<file path="config.mk">
export PLATFORM = sky130hd
export DESIGN_NAME = ocr_osc_ctrl
export DESIGN_NICKNAME = d
export VERILOG_FILES = /design/src/ocr_pkg.sv /design/src/ocr_sync.sv /design/src/ocr_switch_seq.sv /design/src/ocr_osc_ctrl.sv
export SDC_FILE = /design/constraint.sdc
export NUM_CORES = 1
export LEC_CHECK = 0
export BUFFER_PORTS_ARGS = -buffer_cell sky130_fd_sc_hd__buf_2
export CAP_MARGIN = 20
export CELL_PAD_IN_SITES_DETAIL_PLACEMENT = 2
export CELL_PAD_IN_SITES_GLOBAL_PLACEMENT = 2
export CORE_MARGIN = 5
export CORE_UTILIZATION = 29
export DETAILED_ROUTE_END_ITERATION = 10
export PLACE_DENSITY = 0.85
export SYNTH_ARGS = -nofsm -noshare
export SYNTH_HDL_FRONTEND = slang
export SYNTH_SLANG_ARGS = --single-unit
</file>
<file path="constraint.sdc">
create_clock -name sys_clk -period 6.55 [get_ports sys_clk]
set_input_delay 1.31 -clock sys_clk [delete_from_list [all_inputs] [get_ports sys_clk]]
set_output_delay 1.31 -clock sys_clk [all_outputs]
set_load 0.1 [all_outputs]
</file>
<file path="src/ocr_pkg.sv">
// ocr_pkg: shared constants, codes and carriers of the oscillator control block.
// assumes a 32-bit AHB-Lite register bus and word-aligned registers.
package ocr_pkg;

	////////////////////////////////////////////////////////////////////////////////
	// register byte offsets
	localparam logic [7:0] OFS_CTRL = 8'h00;
	localparam logic [7:0] OFS_KEY = 8'h04;
	localparam logic [7:0] OFS_STAT = 8'h08;
	localparam logic [7:0] OFS_MASK = 8'h0C;

	////////////////////////////////////////////////////////////////////////////////
	// oscillator_control field positions
	localparam int CUR_LO = 12;
	localparam int NEW_LO = 8;
	localparam int CLOCK_SELECTION_LOCK_B = 7;
	localparam int PINLOCK_B = 6;
	localparam int PLLLOCK_B = 5;
	localparam int UNIMP_B = 4;
	localparam int FAIL_B = 3;
	localparam int POSC_B = 2;
	localparam int SECONDARY_OSC_B = 1;
	localparam int SWREQ_B = 0;

	// reset values of software bits
	localparam logic CLOCK_SELECTION_LOCK_RST = 1'b0;
	localparam logic PINLOCK_RST = 1'b0;
	localparam logic POSC_RST = 1'b0;
	localparam logic SECONDARY_OSC_RST = 1'b0;

	////////////////////////////////////////////////////////////////////////////////
	// unlock keys, written in this order to the key register
	localparam logic [7:0] KEY_FIRST = 8'h55;
	localparam logic [7:0] KEY_SECOND = 8'hAA;

	// cycles of the new source before the switch is made
	localparam int SWITCH_WAIT = 10;

	// interrupt status and mask layout
	localparam int IRQ_DONE = 0;
	localparam int IRQ_FAIL = 1;
	localparam int IRQ_ABORT = 2;
	localparam int IRQ_W = 3;

	////////////////////////////////////////////////////////////////////////////////
	// clock source encodings
	typedef enum logic [2:0] {
		SRC_FRC = 3'h0,
		SRC_FRC_PLL = 3'h1,
		SRC_PRI = 3'h2,
		SRC_PRI_PLL = 3'h3,
		SRC_SEC = 3'h4,
		SRC_LOW_POWER_RC = 3'h5,
		SRC_FRC_DIV16 = 3'h6,
		SRC_FRC_POST = 3'h7
	} ocr_src_t;

	// configuration straps, stable from before reset release
	typedef struct packed {
		logic [2:0] initSrc;
		logic failSafe;
		logic oneShot;
	} ocr_cfg_t;

	// controls towards the oscillators and pin mapping
	typedef struct packed {
		logic [2:0] curSrc;
		logic primaryRun;
		logic secondaryEnable;
		logic pinMappingLock;
		logic switchBusy;
	} ocr_osc_t;

	// sources that run through the pll
	function automatic logic ocr_uses_pll(input logic [2:0] s);
		return (s == SRC_PRI_PLL) || (s == SRC_FRC_PLL);
	endfunction : ocr_uses_pll

endpackage : ocr_pkg

</file>
<file path="src/ocr_sync.sv">
// ocr_sync: two-flop synchroniser for a group of independent levels.
// assumes each bit is a level held long enough to be seen; no bus coherence.
`timescale 1ns/10ps
module ocr_sync
	import ocr_pkg::*;
#(
	parameter int WIDTH = 3
) (
	// clock and reset
	input wire logic sys_clk,
	input wire logic rstn,
	// levels
	input wire logic [WIDTH-1:0] din,
	output logic [WIDTH-1:0] dout
);

	if (WIDTH < 1) begin : g_bad_width
		$error("ocr_sync needs WIDTH of at least one");
	end

	logic [WIDTH-1:0] stage1;

	// first stage is read only by the second
	always_ff @(posedge sys_clk) begin
		if (!rstn) begin
			stage1 <= '0;
			dout <= '0;
		end else begin
			stage1 <= din;
			dout <= stage1;
		end
	end

endmodule : ocr_sync

</file>
<file path="src/ocr_switch_seq.sv">
// ocr_switch_seq: clock switch sequencer, holds the current source field.
// assumes start is a one-cycle pulse and srcTick marks one new-source cycle.
`timescale 1ns/10ps
module ocr_switch_seq
	import ocr_pkg::*;
#(
	parameter int WAIT_CYCLES = SWITCH_WAIT
) (
	// clock and reset
	input wire logic sys_clk,
	input wire logic rstn,
	input wire logic [2:0] initSrc,
	// request
	input wire logic start,
	input wire logic [2:0] target,
	// source status, synchronised
	input wire logic srcTick,
	input wire logic pllReady,
	// results
	output logic busy,
	output logic done,
	output logic abort,
	output logic [2:0] curSrc
);

	if (WAIT_CYCLES < 1 || WAIT_CYCLES > 255) begin : g_bad_wait
		$error("ocr_switch_seq WAIT_CYCLES out of range");
	end

	typedef enum logic [1:0] {
		SQ_IDLE = 2'b00,
		SQ_READY = 2'b01,
		SQ_COUNT = 2'b11,
		SQ_DONE = 2'b10
	} ocr_sq_t;

	localparam logic [7:0] LAST = 8'(WAIT_CYCLES - 1);

	ocr_sq_t state;
	logic [7:0] cnt;
	logic [2:0] goal;

	assign busy = (state != SQ_IDLE);

	////////////////////////////////////////////////////////////////////////////////
	// sequence: wait for source, count its cycles, then switch
	always_ff @(posedge sys_clk) begin
		if (!rstn) begin
			state <= SQ_IDLE;
			cnt <= '0;
			goal <= '0;
			done <= 1'b0;
			abort <= 1'b0;
			curSrc <= initSrc; // loaded from straps
		end else begin
			done <= 1'b0;
			abort <= 1'b0;
			case (state)
				SQ_IDLE: begin
					if (start && target == curSrc) begin
						abort <= 1'b1;
					end else if (start) begin
						goal <= target;
						state <= SQ_READY;
					end
				end
				SQ_READY: begin
					// pll sources wait for lock first
					cnt <= '0;
					if (!ocr_uses_pll(goal) || pllReady) begin
						state <= SQ_COUNT;
					end
				end
				SQ_COUNT: begin
					if (srcTick && cnt == LAST) begin
						curSrc <= goal;
						done <= 1'b1;
						state <= SQ_DONE;
					end else if (srcTick) begin
						cnt <= cnt + 8'h01;
					end
				end
				default: begin
					state <= SQ_IDLE;
				end
			endcase
		end
	end
endmodule : ocr_switch_seq

</file>
<file path="src/ocr_osc_ctrl.sv">
// ocr_osc_ctrl: oscillator control register with its switch sequencer,
// reached over an AHB-Lite slave port with a write unlock and an interrupt.
// assumes one master, single word transfers, and straps stable around reset.
// Notes on behaviour
// - new source field encodes eight clock sources, 111 down to 000.
// - new source field resets from the initial source strap.
// - with fail-safe strap set, selection lock blocks source changes and switching.
// - with fail-safe strap clear, source selection is never locked.
// - pin mapping lock bit is held here; one means active.
// - pin mapping lock changes only after the unlock sequence.
// - with one-shot strap set, a set pin lock stays until reset.
// - pll lock status is one when locked and zero otherwise.
// - pll lock status clears on a valid switch and on non-pll sources.
// - unimplemented bit four reads as zero.
// - clock fail flag sets when the monitor reports a failure.
// - primary oscillator keep bit keeps it running in sleep.
// - secondary oscillator enable bit drives the 32 kHz oscillator.
// - setting switch request starts a switch; it reads zero when done.
// - a request to the current source is aborted and cleared.
// - after ten new-source cycles the switch updates the current source.
//
// The AHB-Lite register port and the register offsets were chosen for this implementation.
`timescale 1ns/10ps
module ocr_osc_ctrl
	import ocr_pkg::*;
(
	// clock and reset
	input wire logic sys_clk,
	input wire logic rstn,
	// ahb-lite slave
	input wire logic hsel,
	input wire logic [31:0] haddr,
	input wire logic [1:0] htrans,
	input wire logic hwrite,
	input wire logic [2:0] hsize,
	input wire logic [31:0] hwdata,
	input wire logic hready,
	output logic [31:0] hrdata,
	output logic hreadyout,
	output logic hresp,
	// configuration straps
	input wire ocr_cfg_t cfg,
	// oscillator status from other domains
	input wire logic newSrcClk,
	input wire logic pllLocked,
	input wire logic clockFail,
	// power state, same clock
	input wire logic sleepMode,
	// oscillator controls and interrupt
	output ocr_osc_t osc,
	output logic irq
);

	////////////////////////////////////////////////////////////////////////////////
	// declarations
	logic [2:0] syncIn;
	logic srcPrev;
	logic srcTick;
	logic pllSync;
	logic failSync;
	logic addrPhase;
	logic dWr;
	logic [7:0] dAddr;
	logic wrCtrl;
	logic wrKey;
	logic wrStat;
	logic wrMask;
	logic unlockStage;
	logic unlockArmed;
	logic ctrlOk;
	logic selLocked;
	logic [2:0] newSrc;
	logic clock_selection_lock;
	logic pinLock;
	logic lockStatus;
	logic cfFlag;
	logic poscKeep;
	logic secondary_osc_enable;
	logic swReq;
	logic startPulse;
	logic reqSet;
	logic seqBusy;
	logic seqDone;
	logic seqAbort;
	logic [2:0] curSrc;
	logic [15:0] ctrlWord;
	logic [31:0] readMux;
	logic [IRQ_W-1:0] intStat;
	logic [IRQ_W-1:0] intMask;
	logic [IRQ_W-1:0] events;
	logic primaryRun;
	logic next_lock;

	////////////////////////////////////////////////////////////////////////////////
	// synchronise the asynchronous oscillator levels
	ocr_sync #(
		.WIDTH(3)
	) u_sync (
		.sys_clk(sys_clk),
		.rstn(rstn),
		.din({newSrcClk, pllLocked, clockFail}),
		.dout(syncIn)
	);

	assign pllSync = syncIn[1];
	assign failSync = syncIn[0];

	// new-source rising edge; source must run below half of sys_clk
	always_ff @(posedge sys_clk) begin
		if (!rstn) begin
			srcPrev <= 1'b0;
		end else begin
			srcPrev <= syncIn[2];
		end
	end

	assign srcTick = syncIn[2] & ~srcPrev;

	////////////////////////////////////////////////////////////////////////////////
	// ahb-lite slave: zero wait states, always okay
	assign hreadyout = 1'b1;
	assign hresp = 1'b0;
	assign addrPhase = hsel & htrans[1] & hready;

	// hold the write address for its data phase
	always_ff @(posedge sys_clk) begin
		if (!rstn) begin
			dWr <= 1'b0;
			dAddr <= 8'h00;
		end else if (hready) begin
			dWr <= addrPhase & hwrite;
			dAddr <= haddr[7:0];
		end
	end

	assign wrCtrl = dWr && (dAddr == OFS_CTRL);
	assign wrKey = dWr && (dAddr == OFS_KEY);
	assign wrStat = dWr && (dAddr == OFS_STAT);
	assign wrMask = dWr && (dAddr == OFS_MASK);

	// control word, bit four and top bit zero
	assign ctrlWord = {1'b0, curSrc, 1'b0, newSrc, clock_selection_lock, pinLock, lockStatus,
		1'b0, cfFlag, poscKeep, secondary_osc_enable, swReq};

	// read decode, unmapped offsets read zero
	always_comb begin
		readMux = 32'h0000_0000;
		if (haddr[7:0] == OFS_CTRL) begin
			readMux = {16'h0000, ctrlWord};
		end else if (haddr[7:0] == OFS_KEY) begin
			readMux = {30'h0000_0000, unlockArmed, unlockStage};
		end else if (haddr[7:0] == OFS_STAT) begin
			readMux = {29'h0000_0000, intStat};
		end else if (haddr[7:0] == OFS_MASK) begin
			readMux = {29'h0000_0000, intMask};
		end
	end

	// read data sampled in the address phase, stands for the data phase
	always_ff @(posedge sys_clk) begin
		if (!rstn) begin
			hrdata <= 32'h0000_0000;
		end else if (addrPhase && !hwrite) begin
			hrdata <= readMux;
		end
	end

	////////////////////////////////////////////////////////////////////////////////
	// unlock: two keys in order arm exactly one control write
	always_ff @(posedge sys_clk) begin
		if (!rstn) begin
			unlockStage <= 1'b0;
			unlockArmed <= 1'b0;
		end else if (wrKey) begin
			unlockStage <= (hwdata[7:0] == KEY_FIRST);
			unlockArmed <= unlockStage && (hwdata[7:0] == KEY_SECOND);
		end else if (wrCtrl) begin
			unlockStage <= 1'b0;
			unlockArmed <= 1'b0;
		end
	end

	// control writes take effect only when unlocked
	assign ctrlOk = wrCtrl & unlockArmed;
	// lock counts only with the fail-safe strap
	assign selLocked = cfg.failSafe & clock_selection_lock;

	////////////////////////////////////////////////////////////////////////////////
	// new source field, strap at reset, frozen while switching
	always_ff @(posedge sys_clk) begin
		if (!rstn) begin
			newSrc <= cfg.initSrc;
		end else if (ctrlOk && !selLocked && !swReq) begin
			newSrc <= hwdata[NEW_LO +: 3];
		end
	end

	// plain software bits: selection lock and oscillator enables
	always_ff @(posedge sys_clk) begin
		if (!rstn) begin
			clock_selection_lock <= CLOCK_SELECTION_LOCK_RST;
			poscKeep <= POSC_RST;
			secondary_osc_enable <= SECONDARY_OSC_RST;
		end else if (ctrlOk) begin
			clock_selection_lock <= hwdata[CLOCK_SELECTION_LOCK_B];
			poscKeep <= hwdata[POSC_B];
			secondary_osc_enable <= hwdata[SECONDARY_OSC_B];
		end
	end

	// pin lock, unlocked writes, one-shot stays set
	always_ff @(posedge sys_clk) begin
		if (!rstn) begin
			pinLock <= PINLOCK_RST;
		end else if (ctrlOk && (hwdata[PINLOCK_B] || !(cfg.oneShot && pinLock))) begin
			pinLock <= hwdata[PINLOCK_B];
		end
	end

	////////////////////////////////////////////////////////////////////////////////
	// switch request, cleared by the sequencer
	assign reqSet = ctrlOk && hwdata[SWREQ_B] && !selLocked && !swReq;

	always_ff @(posedge sys_clk) begin
		if (!rstn) begin
			swReq <= 1'b0;
			startPulse <= 1'b0;
		end else begin
			startPulse <= reqSet;
			if (seqDone || seqAbort) begin
				swReq <= 1'b0;
			end else if (reqSet) begin
				swReq <= 1'b1;
			end
		end
	end

	ocr_switch_seq #(
		.WAIT_CYCLES(SWITCH_WAIT)
	) u_seq (
		.sys_clk(sys_clk),
		.rstn(rstn),
		.initSrc(cfg.initSrc),
		.start(startPulse),
		.target(newSrc),
		.srcTick(srcTick),
		.pllReady(pllSync),
		.busy(seqBusy),
		.done(seqDone),
		.abort(seqAbort),
		.curSrc(curSrc)
	);

	////////////////////////////////////////////////////////////////////////////////
	// pll lock status, dropped on switching or non-pll source
	// a redundant request is no switch, so it leaves the status standing
	assign next_lock = pllSync && ocr_uses_pll(curSrc) && !seqBusy
		&& !(startPulse && newSrc != curSrc);

	always_ff @(posedge sys_clk) begin
		if (!rstn) begin
			lockStatus <= 1'b0;
		end else begin
			lockStatus <= next_lock;
		end
	end

	// clock fail flag, a failure wins over the switch clear
	always_ff @(posedge sys_clk) begin
		if (!rstn) begin
			cfFlag <= 1'b0;
		end else if (failSync) begin
			cfFlag <= 1'b1;
		end else if (startPulse && newSrc != curSrc) begin
			cfFlag <= 1'b0;
		end
	end

	////////////////////////////////////////////////////////////////////////////////
	// oscillator controls, registered except switch busy, which is decoded from the sequencer state
	always_ff @(posedge sys_clk) begin
		if (!rstn) begin
			primaryRun <= 1'b1;
		end else begin
			primaryRun <= !sleepMode || poscKeep;
		end
	end

	assign osc.curSrc = curSrc;
	assign osc.primaryRun = primaryRun;
	assign osc.secondaryEnable = secondary_osc_enable;
	assign osc.pinMappingLock = pinLock;
	assign osc.switchBusy = seqBusy;

	////////////////////////////////////////////////////////////////////////////////
	// interrupt: sticky events, write one to clear, set wins
	always_comb begin
		events = '0;
		events[IRQ_DONE] = seqDone;
		events[IRQ_FAIL] = failSync;
		events[IRQ_ABORT] = seqAbort;
	end

	always_ff @(posedge sys_clk) begin
		if (!rstn) begin
			intStat <= '0;
		end else if (wrStat) begin
			intStat <= (intStat & ~hwdata[IRQ_W-1:0]) | events;
		end else begin
			intStat <= intStat | events;
		end
	end

	always_ff @(posedge sys_clk) begin
		if (!rstn) begin
			intMask <= '0;
		end else if (wrMask) begin
			intMask <= hwdata[IRQ_W-1:0];
		end
	end

	// level output, high while any unmasked event is pending
	assign irq = |(intStat & intMask);
endmodule : ocr_osc_ctrl

</file>
==> impl_metrics.yaml, run 1 <==
run_status:
  run_status: "finished, final reports clean"
sta:
  worst_slew_pin_slew_ns: 0.829
  clock_skew_ns: 0.0111
  hold_viol: 0
  max_freq_ghz: 0.309
  whs_ns: 0.426
  setup_slack_ns: 3.31
  finalSetupViolCount: 0
  tns_ns: 0
  period_minus_slack_ns: 3.24
  rsz0062_at_grt: "no"
  finalMaxSlewViolations: 0
  slew_headroom_pct: 44.5
  fin_crit_sh_pct: 49.5
global_route:
  use_met2_pct: 24.7
  gr-usage-met3_pct: 3.33
  grt_max_degree: 35
  grt_pass1_wl_mm: 14.0
  grt_util_met1_pct: 16.1
  grt_overflow: 0
  grt_pass1_vias: 2775
  track_usage_pct: 14.1
  top_usage_layer: "met2"
  grt_antenna_before_repair: 0
pwr:
  seqPwrFrac_pct: 50.0
  p_leak_nw: 1.38
  peakVddDrop_mv: 0.0953
  totalPowerFinal_mw: 0.861
  p_int_mw: 0.582
  pwr-share-comb_pct: 13.1
  swShare_pct: 32.4
  p_per_area_mw_per_mm2: 251
  p_switching_mw: 0.279
  power.clock.fraction_pct: 36.8
routing:
  dr.pass1.iters: 4
  wl_per_cell_um: 16.8
  postRouteAntennaNets: 0
  post-route-drc-count: 0
  wirelength_mm: 8.48
  first_iter_violations: 107
  avgViaCountPerCell: 4.84
  vias: 2450
clocking:
  clk_pin_slew_ns: 0.08
  cts_tree: "built"
  h-tree-depth: 3
  postCtsHoldBufs: 0
  cts_sinks: 67
  ctsLongestPathBuffers: 2
  postCtsSetupRepairBufs: 0
  cts-root-buf: "clkbuf_8"
  cts_buffers: 9
  clk_latency_ns: 0.35
  cts_resized: 0
final_layout:
  layout_commonest_cell: "dfxtp_1"
  fillers: 1132
  syn2layout_area_growth_pct: 15.7
  nNetsFinal: 450
  layout-drive-gt1-share_pct: 21.6
  final_cells: 506
  diodes: 0
  layout_common_cells: "61 x dfxtp_1, 54 x buf_2, 38 x nand2_1, 36 x nor2_1, 21 x conb_1"
floorplanning:
  die_x_um: 111
  core_area_mm2: 0.0101
  die_h_um: 111
  initial_core_util_pct: 29.2
  io_pins: 125
  die-area_mm2: 0.0123
  fp-row-count: 37
yosys:
  synth_edf_count: 6
  ys_seq_area_share_pct: 47.3
  async_flop_share_pct: 0
  avgSynthCellArea_um2: 9.38
  synthFlopType: "dfxtp_1"
  netlist_area_mm2: 0.00297
  ys_types: 45
  syn_inst: 316
  ys_ff_latch: 67
  ys_warn_count: 0
worst_setup_path:
  crit_fanout: 17
  worstReg2RegEnd: "newSrc[1]"
  critPathKind: "primary input to register"
  critPathArrivalTime_ns: 3.52
  crit_start: "hready"
  r2r_start: "dAddr[1]"
  cp-end-kind: "register"
  cp-start-kind: "primary input"
  crit_required_ns: 6.83
  ff2ff_setup_slack_ns: 3.99
  reg2reg_depth: 4
min_path:
  min_path_type: "register to register"
  holdPathEnd: "u_sync.dout[0]"
  min_path_cells: 1
  min_from: "u_sync.stage1[0]"
placed_design:
  hpwl_mm: 6.15
  port_buffers: 54
  dp_cells: 490
  pre_cts_ws_ns: 3.07
  gp_congestion: 0.852
job:
  cap_violations: 0
worst max-delay path by stage:
stage,to,slack (ns),depth (start not counted)
detailed placement,hrdata[12],3.07,5
global placement,hrdata[1],3.20,5
CTS,hrdata[12],3.40,5
floorplan,hrdata[2],4.02,4
global route,hrdata[12],3.17,5
finish,hrdata[12],3.31,5
per-stage QoR:
step	utilization, %	area, µm²
after floorplan	-	3040
after global placement	32.1	3260
after detailed placement	32.1	3260
after CTS	33.8	3430
after global routing	33.8	3430
final	33.8	3430
logic make-up (layout without fill, tap and decap cells):
logic type | after synthesis | count (layout) | share of synthesized area, %
DFF | 67 | 67 | 47.3
buffers and inverters | 44 | 79 | 8.73
and+or+nand+nor | 128 | 128 | 23.7
muxes | 22 | 22 | 7.51
AOI/OAI and AO/OA | 45 | 45 | 9.92
adders and majority gates | 2 | 2 | 0.844
xor gates and xnor gates | 6 | 6 | 1.77
other | 2 | 21 | 0.253
state kept, by name (all words and copies together), names as in the netlist, 2 cells and up:
signal	flops
dAddr	8
hrdata	13
intMask	3
intStat	3
newSrc	3
u_seq.cnt	8
u_seq.curSrc	3
u_seq.goal	3
u_seq.state	2
u_sync.dout	3
u_sync.stage1	3
routing by layer:
metal  up-vias  part of all wire (%)
met3        14                   4.5
met1      1210                    43
met4         0                   2.3
met2        69                    50
li1       1157                     -
met5         -                     0
final cells by class:
type	instances	area, µm²	area share (%)
inverter	8	30.0	0.875
timing repair buffer	55	278	8.10
tap	136	170	4.96
multi-input combinational	224	1380	40.1
clock inverter	7	51.3	1.50
clock buffer	9	124	3.61
sequential	67	1400	40.8
power groups by stage:
stage / Sequential, mW / Combinational (mW) / Clock [mW]
after floorplan: 0.446 / 0.0918 / 0
after global placement: 0.440 / 0.111 / 0
after detailed placement: 0.441 / 0.113 / 0
after CTS: 0.431 / 0.114 / 0.329
after global routing: 0.432 / 0.119 / 0.347
final: 0.431 / 0.113 / 0.317
critical path, stage by stage:
cell and delay (ns):
buf_2 0.26, nand4b_1 0.70, and4b_1 0.87, a22oi_1 0.19, nor2_1 0.17
Yosys cell counts (all sizes together) (2+ instances only):
master	instances	area, µm²
nand2b	3	18.8
a2111oi	4	35.0
a21oi	10	50.1
nand3b	3	22.5
mux2i	20	200
nor4b	4	35.0
xnor2	3	26.3
clkbuf	10	37.5
nand4b	2	17.5
nor3b	3	22.5
o21ai	10	50.1
nor2	36	135
edfxtp	6	180
nand2	38	143
nor3	2	10.0
buf	26	191
a22oi	12	90.1
and2	7	43.8
inv	7	26.3
xor2	3	26.3
conb	2	7.51
dfxtp	61	1220
ha	2	25.0
nand3	5	25.0
nand4	3	18.8
nor4	6	80.1
nor4bb	3	30.0
nor2b	3	18.8
a31oi	4	25.0
or3	5	31.3
mux2	2	22.5
Note: power is estimated with default switching activity, not from simulation.
==> run 2, diff against run 1 <==
--- a/config.mk
+++ b/config.mk
@@ -5,14 +5,15 @@
 export SDC_FILE = /design/constraint.sdc
 export NUM_CORES = 1
 export LEC_CHECK = 0
+export ABC_AREA = 1
 export BUFFER_PORTS_ARGS = -buffer_cell sky130_fd_sc_hd__buf_2
 export CAP_MARGIN = 20
 export CELL_PAD_IN_SITES_DETAIL_PLACEMENT = 2
 export CELL_PAD_IN_SITES_GLOBAL_PLACEMENT = 2
 export CORE_MARGIN = 5
-export CORE_UTILIZATION = 29
+export CORE_UTILIZATION = 23
 export DETAILED_ROUTE_END_ITERATION = 10
-export PLACE_DENSITY = 0.85
+export PLACE_DENSITY = 0.76
 export SYNTH_ARGS = -nofsm -noshare
 export SYNTH_HDL_FRONTEND = slang
 export SYNTH_SLANG_ARGS = --single-unit
==> constraint.sdc (replaced) <==
create_clock -name sys_clk -period 2.9 [get_ports sys_clk]
set_input_delay 0.58 -clock sys_clk [delete_from_list [all_inputs] [get_ports sys_clk]]
set_output_delay 0.58 -clock sys_clk [all_outputs]
set_load 0.1 [all_outputs]
==> run 2 against run 1 <==
Compared with the run above: via count is 24% higher; total power rose to 2.9 times the previous value; synthesized cell count grew 42%; critical endpoint is now osc[0]; largest cell class is now multi-input gates; largest power group is now clock; highest routed layer unchanged.
==> impl_metrics.yaml, run 2 <==
run_status:
  run_status: "finished, final reports clean"
clocking:
  cts_resized: 0
  cts_sinks: 67
  cts-root-buf: "clkbuf_16"
  ctsLongestPathBuffers: 2
  clk_latency_ns: 0.33
  cts_buffers: 9
  clk_pin_slew_ns: 0.06
  h-tree-depth: 3
  postCtsHoldBufs: 0
  postCtsSetupRepairBufs: 0
  cts_tree: "built"
yosys:
  ys_types: 29
  avgSynthCellArea_um2: 7.16
  synth_edf_count: 6
  ys_warn_count: 0
  synth_top_cell_by_area: "dfxtp_1"
  ys_seq_area_share_pct: 43.6
  synth_most_common_cell: "nand2_1"
  syn_inst: 449
  ys_top_cells_by_count: "102 x nand2_1, 61 x dfxtp_1, 53 x inv_1"
  async_flop_share_pct: 0
  yosys-top-cells-area: "dfxtp_1 38%, nand2_1 12%, a21oi_1 6.7%"
  netlist_area_mm2: 0.00322
  synthFlopType: "dfxtp_1"
  yosysTopAreaCellShare_pct: 38.0
  ys_ff_latch: 67
min_path:
  min_path_cells: 2
  min_path_type: "register to register"
sta:
  tns_ns: 0
  finalMaxSlewViolations: 0
  max_freq_ghz: 0.525
  rsz0062_at_grt: "no"
  whs_ns: 0.418
  hold_viol: 0
  period_minus_slack_ns: 1.90
  finalSetupViolCount: 0
  clock_skew_ns: 0.00850
  setup_slack_ns: 0.996
  fin_crit_sh_pct: 65.7
floorplanning:
  fp-row-count: 43
  core_area_mm2: 0.0138
  io_pins: 125
  initial_core_util_pct: 23.4
  die_h_um: 128
  die-area_mm2: 0.0165
  die_x_um: 128
worst_setup_path:
  critPathKind: "register to output port"
  path_buf_inv: 2
  cp-start-kind: "register"
  max_stage_delay_ns: 0.41
  cp-end-kind: "output port"
  crit_family: "buffers and inverters"
  cp_cell_sequence: "nor2_1, inv_1, buf_2"
  crit_required_ns: 2.32
  cp_slowest_cell: "buf_2"
  critPathArrivalTime_ns: 1.32
  crit_fanout: 4
  cp.depth: 3
  reg2reg_depth: 5
global_route:
  track_usage_pct: 13.0
  grt_overflow: 0
  grt_max_degree: 30
  grt_pass1_wl_mm: 17.0
  grt_pass1_vias: 3452
  grt_antenna_before_repair: 0
placed_design:
  dp_cells: 670
  hpwl_mm: 7.95
  pre_cts_ws_ns: 0.995
  port_buffers: 54
  gp_congestion: 0.804
routing:
  first_iter_violations: 96
  vias: 3031
  wl_per_cell_um: 15.1
  post-route-drc-count: 0
  wirelength_mm: 10.4
  dr.pass1.iters: 4
  postRouteAntennaNets: 0
  avgViaCountPerCell: 4.42
pwr:
  p_per_area_mw_per_mm2: 656
  peakVddDrop_mv: 0.258
  p_leak_nw: 1.73
final_layout:
  layout-drive-gt1-share_pct: 18.2
  nNetsFinal: 586
  largest_reg_flops: 13
  fillers: 1679
  syn2layout_area_growth_pct: 20.0
  top_register: "hrdata"
  final_cells: 686
  layout_commonest_cell: "nand2_1"
  diodes: 0
  layout_common_cells: "102 x nand2_1, 61 x dfxtp_1, 54 x buf_2, 53 x inv_1, 43 x a21oi_1"
  largestRegisters: "hrdata (13), dAddr (8), u_seq.cnt (8)"
job:
  cap_violations: 0
run 2: path summary, 6_finish.rpt:
| check | slack (ns) | startpoint | to |
|---|---|---|---|
| setup reg to reg | 1.32 | u_seq.cnt[0] | u_seq.curSrc[2] |
| hold reg to reg | 0.42 | u_sync.stage1[1] | u_sync.dout[1] |
| setup / recovery | 1.0 | u_seq.state[0] | osc[0] |
| hold / removal | 0.42 | u_sync.stage1[1] | u_sync.dout[1] |
run 2: logic make-up (layout without fill, tap and decap cells):
logic type | Yosys count | after routing | share of synthesized area, %
xor gates and xnor gates | 2 | 2 | 0.545
buffers and inverters | 94 | 132 | 14.1
adders and majority gates | 2 | 2 | 0.778
DFF | 67 | 67 | 43.6
AOI/OAI and AO/OA | 68 | 68 | 11.2
and+or+nand+nor | 214 | 214 | 29.6
other | 2 | 21 | 0.233
run 2: layout make-up:
cell class / count / area [µm²] / share of cell area, %
well taps: 180 / 225 / 5.83
multi-input cells: 307 / 1430 / 37.1
clock buffers: 11 / 253 / 6.55
repair buffers: 57 / 293 / 7.59
clock inverters: 5 / 33.8 / 0.875
inverters: 59 / 221 / 5.74
flip-flops and latches: 67 / 1400 / 36.3
run 2: report_power, final:
| group | switching (mW) | internal [mW] |
|---|---|---|
| Sequential | 0.0299 | 0.967 |
| Combinational | 0.389 | 0.0854 |
| Clock | 0.430 | 0.628 |
run 2: per-stage QoR:
stage	area (µm²)	util (%)	power, mW
3_5_place_dp	3570	25.9	1.50
2_1_floorplan	3290	-	1.42
3_3_place_gp	3570	25.9	1.48
6_report	3860	28.0	2.53
4_1_cts	3860	28.0	2.57
5_1_grt	3860	28.0	2.65
run 2: routing by layer:
layer  routed length, µm  up-vias  track usage [%]  part of all wire [%]
li1                    -     1490                -                     -
met5                   0        -                0                     0
met2                5060       56             22.4                    49
met3                 326       12             2.00                   3.1
met1                4820     1473             16.4                    46
met4                 179        0             4.93                   1.7
run 2: worst register-to-register path, stage by stage (launching register included):
cell and delay [ns]:
dfxtp_1 0.43, ha_1 0.24, nand3_1 0.15, nor2_4 0.20
nand3_1 0.13, nand2_1 0.14
==> run 3, diff against run 2 <==
==> constraint.sdc (replaced) <==
create_clock -name sys_clk -period 1.75 [get_ports sys_clk]
set_input_delay 0.35 -clock sys_clk [delete_from_list [all_inputs] [get_ports sys_clk]]
set_output_delay 0.35 -clock sys_clk [all_outputs]
set_load 0.1 [all_outputs]
==> run 3 against run 2 <==
Compared with the run above: setup slack got worse by 0.90 ns; non-clock buffer count rose by 2; utilization rose by 0.38 points; wire length fell by 1.6%; via count fell by 0.56%; count of clock-buffer cells in the layout fell by 2; largest cell class unchanged; largest power group unchanged.
==> impl_metrics.yaml, run 3 (same netlist as run 2, synthesis figures left out) <==
sta:
  finalMaxSlewViolations: 0
  finalSetupViolCount: 0
  max_freq_ghz: 0.604
  period_minus_slack_ns: 1.66
  whs_ns: 0.199
  hold_viol: 0
  fin_crit_sh_pct: 94.7
  rsz0062_at_grt: "no"
  clock_skew_ns: 0.00685
final_layout:
  largestRegisters: "hrdata (13), dAddr (8), u_seq.cnt (8)"
  design_area_mm2: 0.00391
  layout_commonest_cell: "nand2_1"
  regArea_mm2: 0.00140
  syn2layout_area_growth_pct: 21.6
  post-route-util_pct: 28.4
  fillers: 1680
  multi_input_area_mm2: 0.00144
  layout_common_cells: "102 x nand2_1, 61 x dfxtp_1, 53 x inv_1, 53 x buf_2, 43 x a21oi_1"
  largest_reg_flops: 13
  diodes: 0
  nNetsFinal: 588
  top_register: "hrdata"
  final_cells: 688
  layout-drive-gt1-share_pct: 18.7
worst_setup_path:
  crit_fanout: 3
  critPathArrivalTime_ns: 1.31
  cp-start-kind: "register"
  crit_family: "buffers and inverters"
  critPathKind: "register to output port"
  path_buf_inv: 1
  cp-end-kind: "output port"
  max_stage_delay_ns: 0.43
  cp_cell_sequence: "nand2_1, nand3_1, buf_2"
  cp_slowest_cell: "buf_2"
  crit_required_ns: 1.40
floorplanning:
  core_area_mm2: 0.0138
  io_pins: 125
  die_x_um: 128
  die-area_mm2: 0.0165
  initial_core_util_pct: 23.4
  fp-row-count: 43
  die_h_um: 128
routing:
  avgViaCountPerCell: 4.38
  post-route-drc-count: 0
  vias: 3014
  first_iter_violations: 99
  postRouteAntennaNets: 0
  dr.pass1.iters: 4
  wl_per_cell_um: 14.9
  wirelength_mm: 10.2
clocking:
  cts_buffers: 9
  clk_latency_ns: 0.34
  cts_sinks: 67
  cts_tree: "built"
  ctsLongestPathBuffers: 2
  postCtsHoldBufs: 0
  h-tree-depth: 3
  cts-root-buf: "clkbuf_16"
  clk_pin_slew_ns: 0.06
job:
  cap_violations: 0
placed_design:
  gp_congestion: 0.781
  port_buffers: 54
  hpwl_mm: 7.77
  dp_cells: 672
  placed_cell_area_mm2: 0.00360
pwr:
  totalPowerFinal_mw: 4.34
  peakVddDrop_mv: 0.487
  p_leak_nw: 1.75
  p_per_area_mw_per_mm2: 1110
global_route:
  track_usage_pct: 13.1
  grt_pass1_vias: 3371
  grt_pass1_wl_mm: 17.0
  grt_max_degree: 35
  grt_antenna_before_repair: 0
  grt_overflow: 0
min_path:
  min_path_type: "primary input to register"
run_status:
  run_status: "finished, final reports clean"
-- run 3: cell type report --
cell class / count / area share [%]
Inverter: 59 / 5.66
Multi-Input combinational cell: 307 / 36.7
Clock buffer: 9 / 5.76
Sequential cell: 67 / 35.8
Timing Repair Buffer: 59 / 8.25
Clock inverter: 7 / 2.08
Tap cell: 180 / 5.76
-- run 3: worst paths after layout --
kind	startpoint	endpoint	slack (ns)	depth (start not counted)
worst max-delay path	intStat[1]	irq	0.09	3
worst min-delay path	sleepMode	primaryRun	0.20	2
worst max register to register	u_seq.cnt[0]	u_seq.curSrc[0]	0.19	5
worst min register to register	u_sync.stage1[0]	u_sync.dout[0]	0.42	2
-- run 3: through the flow --
stage | TNS [ns] | setup WS (ns)
after global placement | 0 | 0.218
final | 0 | 0.0930
after CTS | 0 | 0.0469
after global routing | 0 | 0.00592
after detailed placement | 0 | 0.176
after floorplan | -0.0260 | -0.00866
-- run 3: metal layers --
metal  track usage (%)  routed length [µm]  vias up
li1                  -                   -     1492
met1              17.2                4820     1448
met2              21.7                4900       63
met3              1.58                 313       11
met4              5.24                 182        0
met5                 0                   0        -
-- run 3: report_power, final --
group / switching, mW / internal [mW] / leakage (nW)
Sequential: 0.0536 / 1.60 / 0.557
Clock: 0.748 / 1.12 / 0.147
Combinational: 0.654 / 0.156 / 1.04
Total: 1.46 / 2.88 / 1.75
-- run 3: timing repair --
item	CTS	global route
endpoints found under the setup margin	1	1
buffers inserted	0	0
hold endpoints to repair	0	0
gates resized for setup	1	1
-- run 3: worst reg2reg max path, cell delays in order, from the launching register on --
cell,delay (ns)
dfxtp_1,0.46
ha_1,0.22
nand3_1,0.12
nor2_4,0.18
nand3_1,0.13
nand2_1,0.16
